$ cat src/inc/atten_ctrl_pkg.sv
// attenuator controller package: codes, timing constants, carrier structs
// assumes a 20 MHz system clock; no registers, all control is by ports
package atten_ctrl_pkg;
   localparam int unsigned CLK_HZ = 20000000;
   // minimum setup of select pins before a strobe rise, and strobe high width
   localparam int unsigned SETUP_NS = 100;
   localparam int unsigned STROBE_NS = 100;
   // settling after a change before reporting done
   localparam int unsigned SETTLE_NS = 130;
   localparam int unsigned SETUP_CYC = (SETUP_NS * (CLK_HZ / 1000000) + 999) / 1000;
   localparam int unsigned STROBE_CYC = (STROBE_NS * (CLK_HZ / 1000000) + 999) / 1000;
   localparam int unsigned SETTLE_CYC = (SETTLE_NS * (CLK_HZ / 1000000) + 999) / 1000;
   localparam int unsigned CNT_W = 8;
   // attenuation codes: bit 0 is the 16 dB weight, bit 1 the 32 dB weight
   localparam logic [1:0] ATT_0DB = 2'h0;
   localparam logic [1:0] ATT_16DB = 2'h1;
   localparam logic [1:0] ATT_32DB = 2'h2;
   localparam logic [1:0] ATT_48DB = 2'h3;
   localparam logic [1:0] RESET_CODE = ATT_48DB;

   typedef enum logic {MODE_LATCHED, MODE_DIRECT} mode_t;

   // pins toward the attenuator
   typedef struct packed {
      logic load_strobe;
      logic select_bit_high_weight;
      logic select_bit_low_weight;
   } atten_pins_t;

   // request from the user side
   typedef struct packed {
      logic valid;
      logic [1:0] code;
   } atten_req_t;
endpackage : atten_ctrl_pkg

$ cat src/design/step_timer.sv
// step_timer: loadable down counter that pulses done the cycle after it reaches zero
// assumes one clock domain; load and count come from the owning fsm
`timescale 1ns/1ps
module step_timer #(
   parameter int unsigned W = 8
) (
   input wire logic sys_clk_i,
   input wire logic rst_b_i,
   input wire logic load_i,
   input wire logic [W-1:0] count_i,
   output logic done_o
);
   logic [W-1:0] cnt_q;
   logic [W-1:0] cnt_d;
   logic run_q;
   wire last_w = run_q && (cnt_q == '0);

   // refuse a counter too narrow to hold a reload value
   if (W < 2) begin : g_bad_width
      $error("step_timer width too small");
   end

   // reload or count down
   assign cnt_d = load_i ? count_i : (run_q && !last_w) ? cnt_q - 1'b1 : cnt_q;

   always_ff @(posedge sys_clk_i or negedge rst_b_i) begin
      if (!rst_b_i) begin
         cnt_q <= '0;
         run_q <= 1'b0;
         done_o <= 1'b0;
      end else begin
         cnt_q <= cnt_d;
         run_q <= load_i ? 1'b1 : (last_w ? 1'b0 : run_q);
         done_o <= last_w && !load_i;
      end
   end
endmodule : step_timer

$ cat src/design/atten_ctrl.sv
// atten_ctrl: controller that drives the select pins and load strobe of a 2-bit step
// attenuator in direct or latched mode, and sequences its power-up and power-down
// assumes supply-good and rf request inputs are asynchronous; one 20 MHz clock
`timescale 1ns/1ps
// Contract
// - in direct mode the strobe stays high from the end of the power-up load until power-down, and the select pins follow the requested code.
// - in latched mode the strobe is low whenever the select pins change.
// - once the select pins are stable the strobe is raised to transfer them.
// - after the transfer the strobe returns low so the device holds the state.
// - the pins are driven only once both supplies are up, and rf is enabled only after that.
// - at power-down rf is removed first, then the pins are released, then supplies may drop.
module atten_ctrl
   import atten_ctrl_pkg::*;
#(
   parameter int unsigned SETUP_C = SETUP_CYC,
   parameter int unsigned STROBE_C = STROBE_CYC,
   parameter int unsigned SETTLE_C = SETTLE_CYC
) (
   input wire logic sys_clk_i,
   input wire logic rst_b_i,
   input wire logic supply_pos_good_i,
   input wire logic supply_neg_good_i,
   input wire logic power_down_req_i,
   input wire logic rf_req_i,
   input wire logic mode_direct_i,
   input wire logic req_valid_i,
   input wire logic [1:0] req_code_i,
   output logic load_strobe_o,
   output logic select_bit_low_weight_o,
   output logic select_bit_high_weight_o,
   output logic pins_drive_en_b_o,
   output logic rf_enable_o,
   output logic supplies_release_o,
   output logic ready_o,
   output logic busy_o,
   output logic [1:0] applied_code_o
);
   // refuse timing counts that the step timer cannot serve
   if (SETUP_C < 1 || STROBE_C < 1 || SETTLE_C < 1) begin : g_bad_min
      $error("timing counts must be at least one");
   end
   if (SETUP_C >= (1 << CNT_W) || STROBE_C >= (1 << CNT_W) || SETTLE_C >= (1 << CNT_W))
   begin : g_bad_max
      $error("timing counts exceed timer width");
   end

   typedef enum logic [2:0] {
      ST_OFF, ST_SETUP, ST_STROBE, ST_SETTLE, ST_IDLE, ST_RF_OFF, ST_RELEASE
   } state_t;

   // two-flop synchronisers for asynchronous inputs; supplies combine only after them
   logic [3:0] async_w;
   logic [3:0] meta_q;
   logic [3:0] sync_q;
   assign async_w = {supply_pos_good_i, supply_neg_good_i, power_down_req_i, rf_req_i};
   always_ff @(posedge sys_clk_i or negedge rst_b_i) begin
      if (!rst_b_i) begin
         meta_q <= 4'h0;
         sync_q <= 4'h0;
      end else begin
         meta_q <= async_w;
         sync_q <= meta_q;
      end
   end
   wire supplies_up_w = sync_q[3] & sync_q[2];
   wire pd_req_w = sync_q[1];
   wire rf_want_w = sync_q[0];

   state_t state_q;
   state_t state_d;
   atten_pins_t pins_q;
   atten_pins_t pins_d;
   atten_req_t pend_q;
   atten_req_t pend_d;
   mode_t mode_q;
   logic loaded_q;
   logic rf_q;
   logic drive_q;
   logic [1:0] applied_q;
   logic [1:0] applied_d;
   logic tmr_load;
   logic [CNT_W-1:0] tmr_cnt;
   logic tmr_done;

   step_timer #(.W(CNT_W)) u_timer (
      .sys_clk_i(sys_clk_i),
      .rst_b_i(rst_b_i),
      .load_i(tmr_load),
      .count_i(tmr_cnt),
      .done_o(tmr_done)
   );

   // request decode
   wire new_req_w = req_valid_i && (state_q == ST_IDLE) && !pd_req_w;
   wire go_down_w = pd_req_w || !supplies_up_w;

   // next state and pin values
   always_comb begin
      state_d = state_q;
      pins_d = pins_q;
      pend_d = pend_q;
      applied_d = applied_q;
      tmr_load = 1'b0;
      tmr_cnt = '0;
      case (state_q)
         ST_OFF: begin
            if (supplies_up_w && !pd_req_w) begin
               // first load of the reset code, strobe low while pins settle
               pins_d = '{load_strobe: 1'b0,
                  select_bit_high_weight: RESET_CODE[1],
                  select_bit_low_weight: RESET_CODE[0]};
               pend_d = '{valid: 1'b1, code: RESET_CODE};
               tmr_load = 1'b1;
               tmr_cnt = CNT_W'(SETUP_C);
               state_d = ST_SETUP;
            end
         end
         ST_SETUP: begin
            if (tmr_done) begin
               pins_d.load_strobe = 1'b1;
               tmr_load = 1'b1;
               tmr_cnt = CNT_W'(STROBE_C);
               state_d = ST_STROBE;
            end
         end
         ST_STROBE: begin
            if (tmr_done) begin
               pins_d.load_strobe = (mode_q == MODE_DIRECT);
               applied_d = pend_q.code;
               pend_d.valid = 1'b0;
               tmr_load = 1'b1;
               tmr_cnt = CNT_W'(SETTLE_C);
               state_d = ST_SETTLE;
            end
         end
         ST_SETTLE: begin
            if (tmr_done) state_d = ST_IDLE;
         end
         ST_IDLE: begin
            if (go_down_w) begin
               state_d = ST_RF_OFF;
            end else if (new_req_w && mode_q == MODE_DIRECT) begin
               // strobe held high: pins go straight through
               pins_d.select_bit_low_weight = req_code_i[0];
               pins_d.select_bit_high_weight = req_code_i[1];
               pins_d.load_strobe = 1'b1;
               applied_d = req_code_i;
               tmr_load = 1'b1;
               tmr_cnt = CNT_W'(SETTLE_C);
               state_d = ST_SETTLE;
            end else if (new_req_w) begin
               pins_d.load_strobe = 1'b0;
               pins_d.select_bit_low_weight = req_code_i[0];
               pins_d.select_bit_high_weight = req_code_i[1];
               pend_d = '{valid: 1'b1, code: req_code_i};
               tmr_load = 1'b1;
               tmr_cnt = CNT_W'(SETUP_C);
               state_d = ST_SETUP;
            end
         end
         ST_RF_OFF: begin
            // rf is dropped this cycle; wait settle before releasing pins
            tmr_load = 1'b1;
            tmr_cnt = CNT_W'(SETTLE_C);
            state_d = ST_RELEASE;
         end
         ST_RELEASE: begin
            if (tmr_done) begin
               pins_d = '0;
               state_d = ST_OFF;
            end
         end
         default: state_d = ST_OFF;
      endcase
   end

   // rf is allowed only with pins driven, a load done and no shutdown
   wire rf_d = rf_want_w && loaded_q && drive_q && (state_q == ST_IDLE || state_q == ST_SETTLE
      || state_q == ST_SETUP || state_q == ST_STROBE) && !go_down_w;
   wire drive_d = (state_d != ST_OFF);
   wire loaded_d = (state_q == ST_OFF) ? 1'b0 : (loaded_q || (state_q == ST_STROBE && tmr_done));
   // next state, not current: release must drop on the edge the pins start driving
   wire rel_d = (state_d == ST_OFF) && !drive_q && !rf_q;
   // mode changes only between transfers
   wire mode_take_w = (state_q == ST_IDLE || state_q == ST_OFF);

   always_ff @(posedge sys_clk_i or negedge rst_b_i) begin
      if (!rst_b_i) begin
         state_q <= ST_OFF;
         pins_q <= '0;
         pend_q <= '0;
         mode_q <= MODE_LATCHED;
         loaded_q <= 1'b0;
         rf_q <= 1'b0;
         drive_q <= 1'b0;
         applied_q <= ATT_0DB;
      end else begin
         state_q <= state_d;
         pins_q <= pins_d;
         pend_q <= pend_d;
         if (mode_take_w && !new_req_w) mode_q <= mode_t'(mode_direct_i);
         loaded_q <= loaded_d;
         rf_q <= rf_d;
         drive_q <= drive_d;
         applied_q <= applied_d;
      end
   end

   // outputs straight from flops
   always_ff @(posedge sys_clk_i or negedge rst_b_i) begin
      if (!rst_b_i) begin
         load_strobe_o <= 1'b0;
         select_bit_low_weight_o <= 1'b0;
         select_bit_high_weight_o <= 1'b0;
         pins_drive_en_b_o <= 1'b1;
         rf_enable_o <= 1'b0;
         supplies_release_o <= 1'b1;
         ready_o <= 1'b0;
         busy_o <= 1'b0;
         applied_code_o <= ATT_0DB;
      end else begin
         load_strobe_o <= pins_d.load_strobe;
         select_bit_low_weight_o <= pins_d.select_bit_low_weight;
         select_bit_high_weight_o <= pins_d.select_bit_high_weight;
         pins_drive_en_b_o <= !drive_d;
         rf_enable_o <= rf_d;
         supplies_release_o <= rel_d;
         ready_o <= (state_d == ST_IDLE) && loaded_d;
         busy_o <= (state_d != ST_IDLE) && (state_d != ST_OFF);
         applied_code_o <= applied_d;
      end
   end
endmodule : atten_ctrl

$ cat config.mk
export PLATFORM = sky130hd
export DESIGN_NAME = atten_ctrl
export DESIGN_NICKNAME = d
export VERILOG_FILES = /design/src/inc/atten_ctrl_pkg.sv /design/src/design/step_timer.sv /design/src/design/atten_ctrl.sv
export SDC_FILE = /design/constraint.sdc
export NUM_CORES = 1
export LEC_CHECK = 0
export BUFFER_PORTS_ARGS = -buffer_cell sky130_fd_sc_hd__clkbuf_2
export CAP_MARGIN = 20
export CORE_UTILIZATION = 30
export CTS_BUF_LIST = sky130_fd_sc_hd__clkbuf_4 sky130_fd_sc_hd__clkbuf_8 sky130_fd_sc_hd__clkbuf_16
export CTS_CLUSTER_SIZE = 24
export DETAILED_ROUTE_END_ITERATION = 16
export PLACE_DENSITY_LB_ADDON = 0.12
export SETUP_SLACK_MARGIN = 0.05
export SLEW_MARGIN = 20
export SYNTH_ARGS = -nofsm -noshare
export SYNTH_HDL_FRONTEND = slang
export SYNTH_SLANG_ARGS = --single-unit
export TNS_END_PERCENT = 20
$ cat constraint.sdc
create_clock -name sys_clk_i -period 5.1 [get_ports sys_clk_i]
set_input_delay 0.765 -clock sys_clk_i [delete_from_list [all_inputs] [get_ports sys_clk_i]]
set_output_delay 0.765 -clock sys_clk_i [all_outputs]
set_load 0.05 [all_outputs]
# ---- After elaboration in Yosys (flattened, before gate mapping)
# Index checks and enable logic that the tools add are counted.
# Widths: inputs -> output; s select.
dict set report totals {
  register_bits 36
  out_inout_bits 10
  elab_cells 130
}
dict set report op_classes {
  addsub 1
  n_eq_ne 17
  muxes 45
  bitwise_logic 1
  reduce_logical 47
}
# cell count
set op_table {}
lappend op_table {{$pmux 8 s5} 1}
lappend op_table {{$mux 3} 13}
lappend op_table {{$mux 8} 4}
lappend op_table {{$mux 2} 11}
lappend op_table {{$pmux 3 s7} 1}
lappend op_table {{$logic_and 1x1->1} 17}
lappend op_table {{$eq 3x3->1 const B} 4}
lappend op_table {{$mux 1} 10}
lappend op_table {{$reduce_and 5->1} 2}
lappend op_table {{$logic_not 1->1} 9}
lappend op_table {{$logic_not 8->1} 1}
lappend op_table {{$ne 2x1->1 const B} 4}
lappend op_table {{$ne 2x2->1 const B} 4}
lappend op_table {{$pmux 2 s2} 2}
lappend op_table {{$reduce_bool 2->1} 4}
lappend op_table {{$sub 8x1->8 const B} 1}
lappend op_table {{$reduce_and 7->1} 1}
lappend op_table {{$eq 3x2->1 const B} 2}
lappend op_table {{$logic_not 3->1} 2}
lappend op_table {{$logic_or 1x1->1} 6}
lappend op_table {{$pmux 2 s3} 1}
lappend op_table {{$reduce_bool 3->1} 2}
lappend op_table {{$pmux 1 s5} 1}
lappend op_table {{$reduce_bool 5->1} 1}
lappend op_table {{7 further kinds} 7}

# ---- Logic depth before layout (Yosys ltp)
# Gate-level depths: netlist of the first run.
dict set report depth {
  ltp_word 10
  depth_mapped 6
}

# ---- Modules after synthesis
# A second synthesis of the first run with hierarchy kept.
dict set report hier_totals {
  hier_cells 180
  area_unflattened_um2 1826.8
}
# mod n_inst cells_per_inst area_each_um2 seq_area_each_um2
set modules_own_cells {}
lappend modules_own_cells {atten_ctrl 1 117 1257.5 653.1}
lappend modules_own_cells {step_timer 1 63 569.3 250.2}

# ---- Worst setup path before layout of the first run
# Ideal clock, no wire load.
dict set report synth_path {
  kind {input-to-reg}
  start {input port req_valid_i}
  end {register u_timer.cnt_q[0]}
  t_arrival_ns 1.656
  required_ns 4.962
  slack_ns 3.305
  stages 5
  path_cell_list {inv_1 > a2111oi_2 > or3_1 > buf_4 > o221ai_1}
}
dict set report synth_via {
  elab_chain_cells 7
  elab_cells_between_ends 12
  cone_classes {mux (8); reduce/logical (4)}
}
# element line_no
set synth_rtl {}
lappend synth_rtl {{start: declaration} atten_ctrl.sv:26} ;# input wire logic req_valid_i,
lappend synth_rtl {{$logic_and 1x1->1 (*) (2 in a row)} atten_ctrl.sv:94} ;# wire new_req_w = req_valid_i && (state_q == ST_IDLE) && !pd_req_w;
lappend synth_rtl {{$mux 1 / $logic_and 1x1->1 (equally long branches)} {atten_ctrl.sv:151, atten_ctrl.sv:142}}
lappend synth_rtl {{$mux 1 / $mux 8 (equally long branches)} atten_ctrl.sv:142} ;# end else if (new_req_w && mode_q == MODE_DIRECT) begin
lappend synth_rtl {{$mux 1 / $mux 8 (equally long branches)} atten_ctrl.sv:140} ;# if (go_down_w) begin
lappend synth_rtl {{$pmux 1 s4 / $pmux 8 s5 (equally long branches)} atten_ctrl.sv:105} ;# case (state_q)
lappend synth_rtl {{$mux 8 / $reduce_bool 2->1 (equally long branches)} n/a}
lappend synth_rtl {{end signal: assignment} step_timer.sv:32} ;# cnt_q <= cnt_d;
lappend synth_rtl {{end: declaration} step_timer.sv:13} ;# logic [W-1:0] cnt_q;
# Every way passes the cells marked *; elsewhere a longest branch is shown, timed or not.
# A chain may end at the register's enable or synchronous reset.

# ---- Worst setup path in the final report of the first run
dict set report layout_path {
  start {register state_q[2]}
  end {register applied_code_o[1]}
}
dict set report layout_via {
  elab_chain_cells 6
  elab_cells_between_ends 11
  cone_classes {eq/ne (5); mux (1); reduce/logical (5)}
}
# element line_no
set layout_rtl {}
lappend layout_rtl {{start: declaration} atten_ctrl.sv:69} ;# state_t state_q;
lappend layout_rtl {{start signal: assignment} atten_ctrl.sv:198} ;# state_q <= state_d;
lappend layout_rtl {{$eq 3x3->1} {atten_ctrl.sv:94, atten_ctrl.sv:105}}
lappend layout_rtl {{$logic_and 1x1->1 (2 in a row)} atten_ctrl.sv:94}
lappend layout_rtl {{$logic_and 1x1->1} atten_ctrl.sv:142}
lappend layout_rtl {{$ne 2x1->1 (no source line)} n/a}
lappend layout_rtl {{$reduce_and 4->1 (no source line)} n/a}
lappend layout_rtl {{end signal: assignment} atten_ctrl.sv:230} ;# applied_code_o <= applied_d;
lappend layout_rtl {{end: declaration} atten_ctrl.sv:36} ;# output logic [1:0] applied_code_o
# Several ways; a longest one is shown, not always the timed one.

==> results.json, run 1 <==
{
  "dr_wl_met2_um": 1420,
  "rsz0062_at_grt": "no",
  "fillerInstances": 529,
  "synthCells": 150,
  "dpl.cell_count": 233,
  "grt_pass1_wl_um": 5440,
  "p_leak_nw": 0.819,
  "yosysTopAreaCell": "dfrtp_1",
  "worstPathCellList": "nor2b_2 > nor2b_1 > mux2_2 > mux2_2",
  "ys.flop_type": "dfrtp_1",
  "hold_buffers": 0,
  "synth.top_cell.area_share_pct": 50.9,
  "worstMarginPinSlew_ns": 0.879,
  "cap_violations": 0,
  "finalSetupViolCount": 0,
  "finalCriticalPeriod_ns": 2.20,
  "dp.final_hpwl_um": 2260,
  "path_buf_inv": 0,
  "fin_util_pct": 36.8,
  "seq_area_frac_synth_pct": 54.0,
  "synth-seq-cells": 36,
  "rows": 26,
  "cp-end-kind": "flop",
  "die_y_um": 76.6,
  "rrSetupSlack_ns": 2.90,
  "io_buffers": 19,
  "multiInputGateArea_um2": 702,
  "cts.sink_count": 36,
  "place.gp.congestion": 0.829,
  "cts_tree": "yes",
  "coreArea_um2": 5240,
  "tritoncts.num_buffers": 5,
  "wire_per_inst_um": 13.2,
  "worstSetupPathDepth": 4,
  "worst_ep_arrival_time_ns": 2.37,
  "synth_edf_count": 0,
  "report.final.slew_viol_count": 0,
  "syn_nets": 161,
  "hp-class": "reg2reg",
  "max_freq_mhz": 456,
  "vias_per_cell": 4.94,
  "antenna_found_initial": 0,
  "dpl-instance-area_um2": 1820,
  "antenna_left": 0,
  "cp-endpoint": "applied_code_o[1]",
  "ios": 20,
  "critPathKind": "reg2reg",
  "skew_ns": 0.00858,
  "grt.total_usage_pct": 12.0,
  "cts_buffer_depth": 2,
  "holdWs_ns": 0.352,
  "routed_wl_um": 3190,
  "drive_gt1_share_pct": 26.3,
  "drc": 0,
  "cp-start-kind": "flop",
  "peakVddDrop_mv": 0.236,
  "diodes": 0,
  "drt_iter0_drc": 94,
  "ys_warn_count": 0,
  "slew_headroom_pct": 41.4,
  "first_global_vias": 1155,
  "area_delta_synth_final_pct": 15.4,
  "cp_common_cell": "mux2_2",
  "reg2reg_depth": 4,
  "cts_setup_buffers": 0,
  "gr-total-overflow": 0,
  "slowest_stage": "dfrtp_1",
  "wl_met3_um": 131,
  "vias": 1190,
  "htreeDepth": 2,
  "critPathRequiredTime_ns": 5.27,
  "top_layer": "met4",
  "syn_avg_cell_area_um2": 11.1,
  "regArea_um2": 903,
  "fp.dieW_um": 76.6,
  "insertion_delay_ns": 0.29,
  "max_stage_delay_ns": 0.73,
  "start_util_pct": 31.9,
  "ys_top_cells_by_area": "dfrtp_1 51%, mux2_2 5.4%, dfstp_2 3.1%, nor2_1 2.9%, a21oi_1 2.1%",
  "grt_start_max_net_pins": 37,
  "first_pass_iters": 4,
  "fin_setup_tns_ns": 0,
  "worstPathMaxFanout": 21,
  "finalInstanceArea_um2": 1930,
  "cp_top_family": "flip-flops",
  "cts-root-buf": "clkbuf_8",
  "cts_resized": 0,
  "nets": 181,
  "syn_area_um2": 1670,
  "r2r-start": "state_q[2]",
  "power_density_nw_per_um2": 611,
  "final_hold_viol_count": 0,
  "ys_types": 45,
  "dieArea_um2": 5870,
  "cp-startpoint": "state_q[2]",
  "clk_pin_slew_worst_paths_ns": 0.07,
  "fin_crit_sh_pct": 43.0,
  "async_reset_ff_share_pct": 100,
  "final_cells": 241,
  "outcome": "complete, no violations",
  "drt-met1-wl_um": 1590,
  "r2r-end": "applied_code_o[1]"
}
layout by cell type, fill, tap and decap left out, types with 2 or more instances in the layout:
master    count
a211o_1       2
a21oi_1       7
and3b_1       2
clkbuf_2     19
clkbuf_8      5
dfrtp_1      34
dfstp_2       2
inv_1         8
mux2_2        8
mux2i_1       2
nand2_1       4
nand2b_1      4
nand3_1       4
nand3b_1      3
nand4_1       3
nor2_1       13
nor2b_1       5
nor3_1        6
nor3b_1       2
o21ai_0       6
o221a_2       2
or3_1         4
xnor2_1       2
routing by layer:
metal  GRT usage [%]  up-vias
li1                -      579
met1            16.2      577
met2            17.8       28
met3            3.71        6
met4            4.62        0
met5               0        -
synthesized netlist by cell type (3+ instances only):
library cell and n:
nand3b_1 3, inv_1 8, or3_1 4, nor2b_1 5, buf_4 3, dfrtp_1 34, nand2b_1 4, nor2_1 13
a21oi_1 7, nor3_1 6, o21ai_0 6, nand2_1 4, nand4_1 3, mux2_2 8, nand3_1 4
state kept, by name (all words and copies together) (netlist names), 2 cells and up:
name,count
sync_q,4
applied_code_o,2
state_q,3
u_timer.cnt_q,8
pend_q,2
meta_q,4
layout make-up:
type,count,area share [%]
Multi-Input combinational cell,100,36.4
Clock inverter,3,2.20
Timing Repair Buffer,19,4.93
Clock buffer,5,3.57
Inverter,8,1.56
Tap cell,70,4.54
Sequential cell,36,46.8
worst min path at each step:
| stage | startpoint | to | depth (start not counted) |
|---|---|---|---|
| 6_report | meta_q[2] | sync_q[2] | 0 |
| 2_1_floorplan | meta_q[0] | sync_q[0] | 0 |
| 3_3_place_gp | meta_q[3] | sync_q[3] | 0 |
| 4_1_cts | meta_q[2] | sync_q[2] | 0 |
| 3_5_place_dp | meta_q[2] | sync_q[2] | 0 |
| 5_1_grt | meta_q[0] | sync_q[0] | 0 |
power breakdown:
| group | leakage [nW] | internal [mW] | switching, mW |
|---|---|---|---|
| logic | 0.338 | 0.182 | 0.269 |
| registers | 0.427 | 0.374 | 0.104 |
| clock network | 0.0541 | 0.145 | 0.105 |
worst reg2reg max path: cells and delay by family, from the launching register on:
kind,cells,cell delay (ns)
mux,2,0.63
flops,1,0.73
simple gates,2,0.72
cell families after synthesis:
group	share of synthesized area, %
xor+xnor	1.57
fa+ha+maj	0.748
buf+inv	3.97
flops	54.0
compound gates	12.7
simple gates	20.4
mux	6.59
per-stage QoR:
step                total power [mW]  worst slack (ns)
finish                          1.18              2.90
global route                    1.27              2.75
CTS                             1.19              2.91
global placement               0.932              2.91
floorplan                      0.844              3.31
detailed placement             0.938              2.86
Power figures use the tool's default switching activity.
==> run 2: changes to the inputs <==
ABC_AREA = 1   (was not set)
clock period = 1.9 ns   (was 5.1 ns; I/O delays follow)
==> results.json, run 2 <==
{
  "outcome": "complete, no violations",
  "setup_slack_ns": 0.305,
  "largest-register": "u_timer.cnt_q",
  "whs_path_depth": 1,
  "routed_wl_um": 3600,
  "ys_types": 28,
  "fp.dieW_um": 78.7,
  "io_buffers": 19,
  "max_freq_mhz": 627,
  "nets": 244,
  "synth_xor_area_share_pct": 0.496,
  "cts_tree": "yes",
  "synthCells": 205,
  "reg2reg_depth": 9,
  "cap_violations": 0,
  "syn_nets": 216,
  "grt_start_max_net_pins": 20,
  "grt.total_usage_pct": 13.3,
  "cts_setup_buffers": 0,
  "holdPathEnd": "meta_q[2]",
  "rsz0062_at_grt": "no",
  "synth_most_common_cell": "nand2_1",
  "syn_area_um2": 1770,
  "seq_area_frac_synth_pct": 51.2,
  "gr-total-overflow": 0,
  "start_util_pct": 31.7,
  "first_global_vias": 1299,
  "synth_compound_area_share_pct": 7.37,
  "final_common_cell": "nand2_1",
  "rows": 27,
  "final_cell_mix": "46 x nand2_1, 34 x dfrtp_1, 30 x nor2_1, 22 x inv_1, 19 x clkbuf_2",
  "fillerInstances": 597,
  "hp-class": "in2reg",
  "dr_wl_met2_um": 1530,
  "antenna_found_initial": 0,
  "grt_pass1_wl_um": 6220,
  "drc": 0,
  "place.gp.congestion": 0.872,
  "worst_ep_arrival_time_ns": 1.76,
  "total_power_mw": 3.33,
  "hold_start": "supply_neg_good_i",
  "finalSetupViolCount": 0,
  "wl_met3_um": 123,
  "synth_edf_count": 0,
  "peakVddDrop_mv": 0.622,
  "cp-start-kind": "flop",
  "coreArea_um2": 5570,
  "fin_util_pct": 37.5,
  "cts-root-buf": "clkbuf_8",
  "cts.sink_count": 36,
  "cp-end-kind": "flop",
  "vias_per_cell": 4.34,
  "report.final.slew_viol_count": 0,
  "critPathKind": "reg2reg",
  "synth.top_cell.area_share_pct": 48.2,
  "cts_buffer_depth": 2,
  "dpl.cell_count": 297,
  "r2r-end": "u_timer.cnt_q[2]",
  "syn_avg_cell_area_um2": 8.61,
  "drt-met1-wl_um": 1920,
  "reg_top3": "u_timer.cnt_q (8), meta_q (4), sync_q (4)",
  "yosysTopAreaCell": "dfrtp_1",
  "worstPathMaxFanout": 10,
  "largest_reg_flops": 8,
  "synth_common_cells": "46 x nand2_1, 34 x dfrtp_1, 30 x nor2_1, 22 x inv_1, 12 x nand3_1",
  "synth-seq-cells": 36,
  "dp_slack_ns": 0.311,
  "top_layer": "met4",
  "p_leak_nw": 1.06,
  "first_pass_iters": 4,
  "ys.flop_type": "dfrtp_1",
  "final_cells": 306,
  "fin_setup_tns_ns": 0,
  "power_density_nw_per_um2": 1590,
  "finalCriticalPeriod_ns": 1.59,
  "dp.final_hpwl_um": 2780,
  "synth_mux_area_share_pct": 0,
  "area_delta_synth_final_pct": 18.5,
  "insertion_delay_ns": 0.28,
  "diodes": 0,
  "vias": 1328,
  "final_hold_viol_count": 0,
  "clk_pin_slew_worst_paths_ns": 0.08,
  "synthSimpleGateAreaFrac_pct": 34.5,
  "async_reset_ff_share_pct": 100,
  "synthAdderAreaFrac_pct": 0.709,
  "htreeDepth": 2,
  "finalInstanceArea_um2": 2090,
  "holdWs_ns": 0.101,
  "dpl-instance-area_um2": 1970,
  "drive_gt1_share_pct": 26.9,
  "wire_per_inst_um": 11.8,
  "worstMarginPinSlew_ns": 0.527,
  "ys_warn_count": 0,
  "antenna_left": 0,
  "tritoncts.num_buffers": 5,
  "dieArea_um2": 6200,
  "critPathRequiredTime_ns": 2.07,
  "skew_ns": 0.00247,
  "slew_headroom_pct": 64.9,
  "die_y_um": 78.7,
  "synth_top_family_by_area": "simple AND/OR/NAND/NOR gates",
  "r2r-start": "u_timer.cnt_q[0]",
  "drt_iter0_drc": 37,
  "ys_top_cells_by_area": "dfrtp_1 48%, nand2_1 9.8%, nor2_1 6.4%, inv_1 4.7%, nor2_4 4.5%",
  "ios": 20,
  "fin_crit_sh_pct": 83.9,
  "rrSetupSlack_ns": 0.31
}
## run 2: changes by cell type after synthesis, moves of 6 or more
cell / change
nand2_1: +42
nor2_1: +17
mux2_2: -8
nor2_4: +7
nand3_2: +6
nand3_1: +8
inv_1: +14
## run 2: cells by family (layout without fill, tap and decap cells)
logic type / after synthesis / count (layout)
compound gates: 21 / 21
xor+xnor: 1 / 1
fa+ha+maj: 1 / 1
simple gates: 119 / 119
flops: 36 / 36
buf+inv: 27 / 56
## run 2: what timing repair did
action,4_1_cts,5_1_grt
hold endpoints to repair,18,0
endpoints found under the setup margin,0,0
hold buffers,1,0
resized for setup,0,0
## run 2: worst max path at each step
stage,cells past startpoint,from,endpoint,slack [ns]
after CTS,9,u_timer.cnt_q[0],u_timer.cnt_q[2],0.31
after global placement,9,u_timer.cnt_q[0],u_timer.cnt_q[2],0.33
final,9,u_timer.cnt_q[0],u_timer.cnt_q[2],0.31
after floorplan,9,u_timer.cnt_q[0],u_timer.cnt_q[2],0.53
after global routing,9,u_timer.cnt_q[0],u_timer.cnt_q[2],0.13
after detailed placement,9,u_timer.cnt_q[0],u_timer.cnt_q[2],0.31
## run 2: report_power, final
| part | switching [mW] | total (mW) | internal, mW |
|---|---|---|---|
| Combinational | 1.01 | 1.45 | 0.440 |
| Sequential | 0.173 | 1.20 | 1.03 |
| Clock | 0.285 | 0.673 | 0.388 |
## run 2: final cells by class
cell class                      count  area (µm²)  share of cell area, %
Clock inverter                      3        42.5                   2.03
Multi-Input combinational cell    142         761                   36.4
Clock buffer                        5        68.8                   3.29
Timing Repair Buffer               21         125                   5.98
Sequential cell                    36         903                   43.2
Tap cell                           72        90.1                   4.31
Inverter                           27         101                   4.84
## run 2: per-layer routing
metal,vias up,GRT usage (%)
met4,0,4.44
met5,-,0
met2,19,19.8
met1,604,18.3
li1,701,-
met3,4,3.79
## run 2: critical path: stages, from the launching register on
cell and delay, ns:
dfrtp_1 0.39, inv_1 0.09, ha_1 0.23, nand4_1 0.19
nand2_2 0.21, inv_1 0.15, nand2_1 0.09, nand2_1 0.05
nand2_1 0.05, nor2_1 0.04
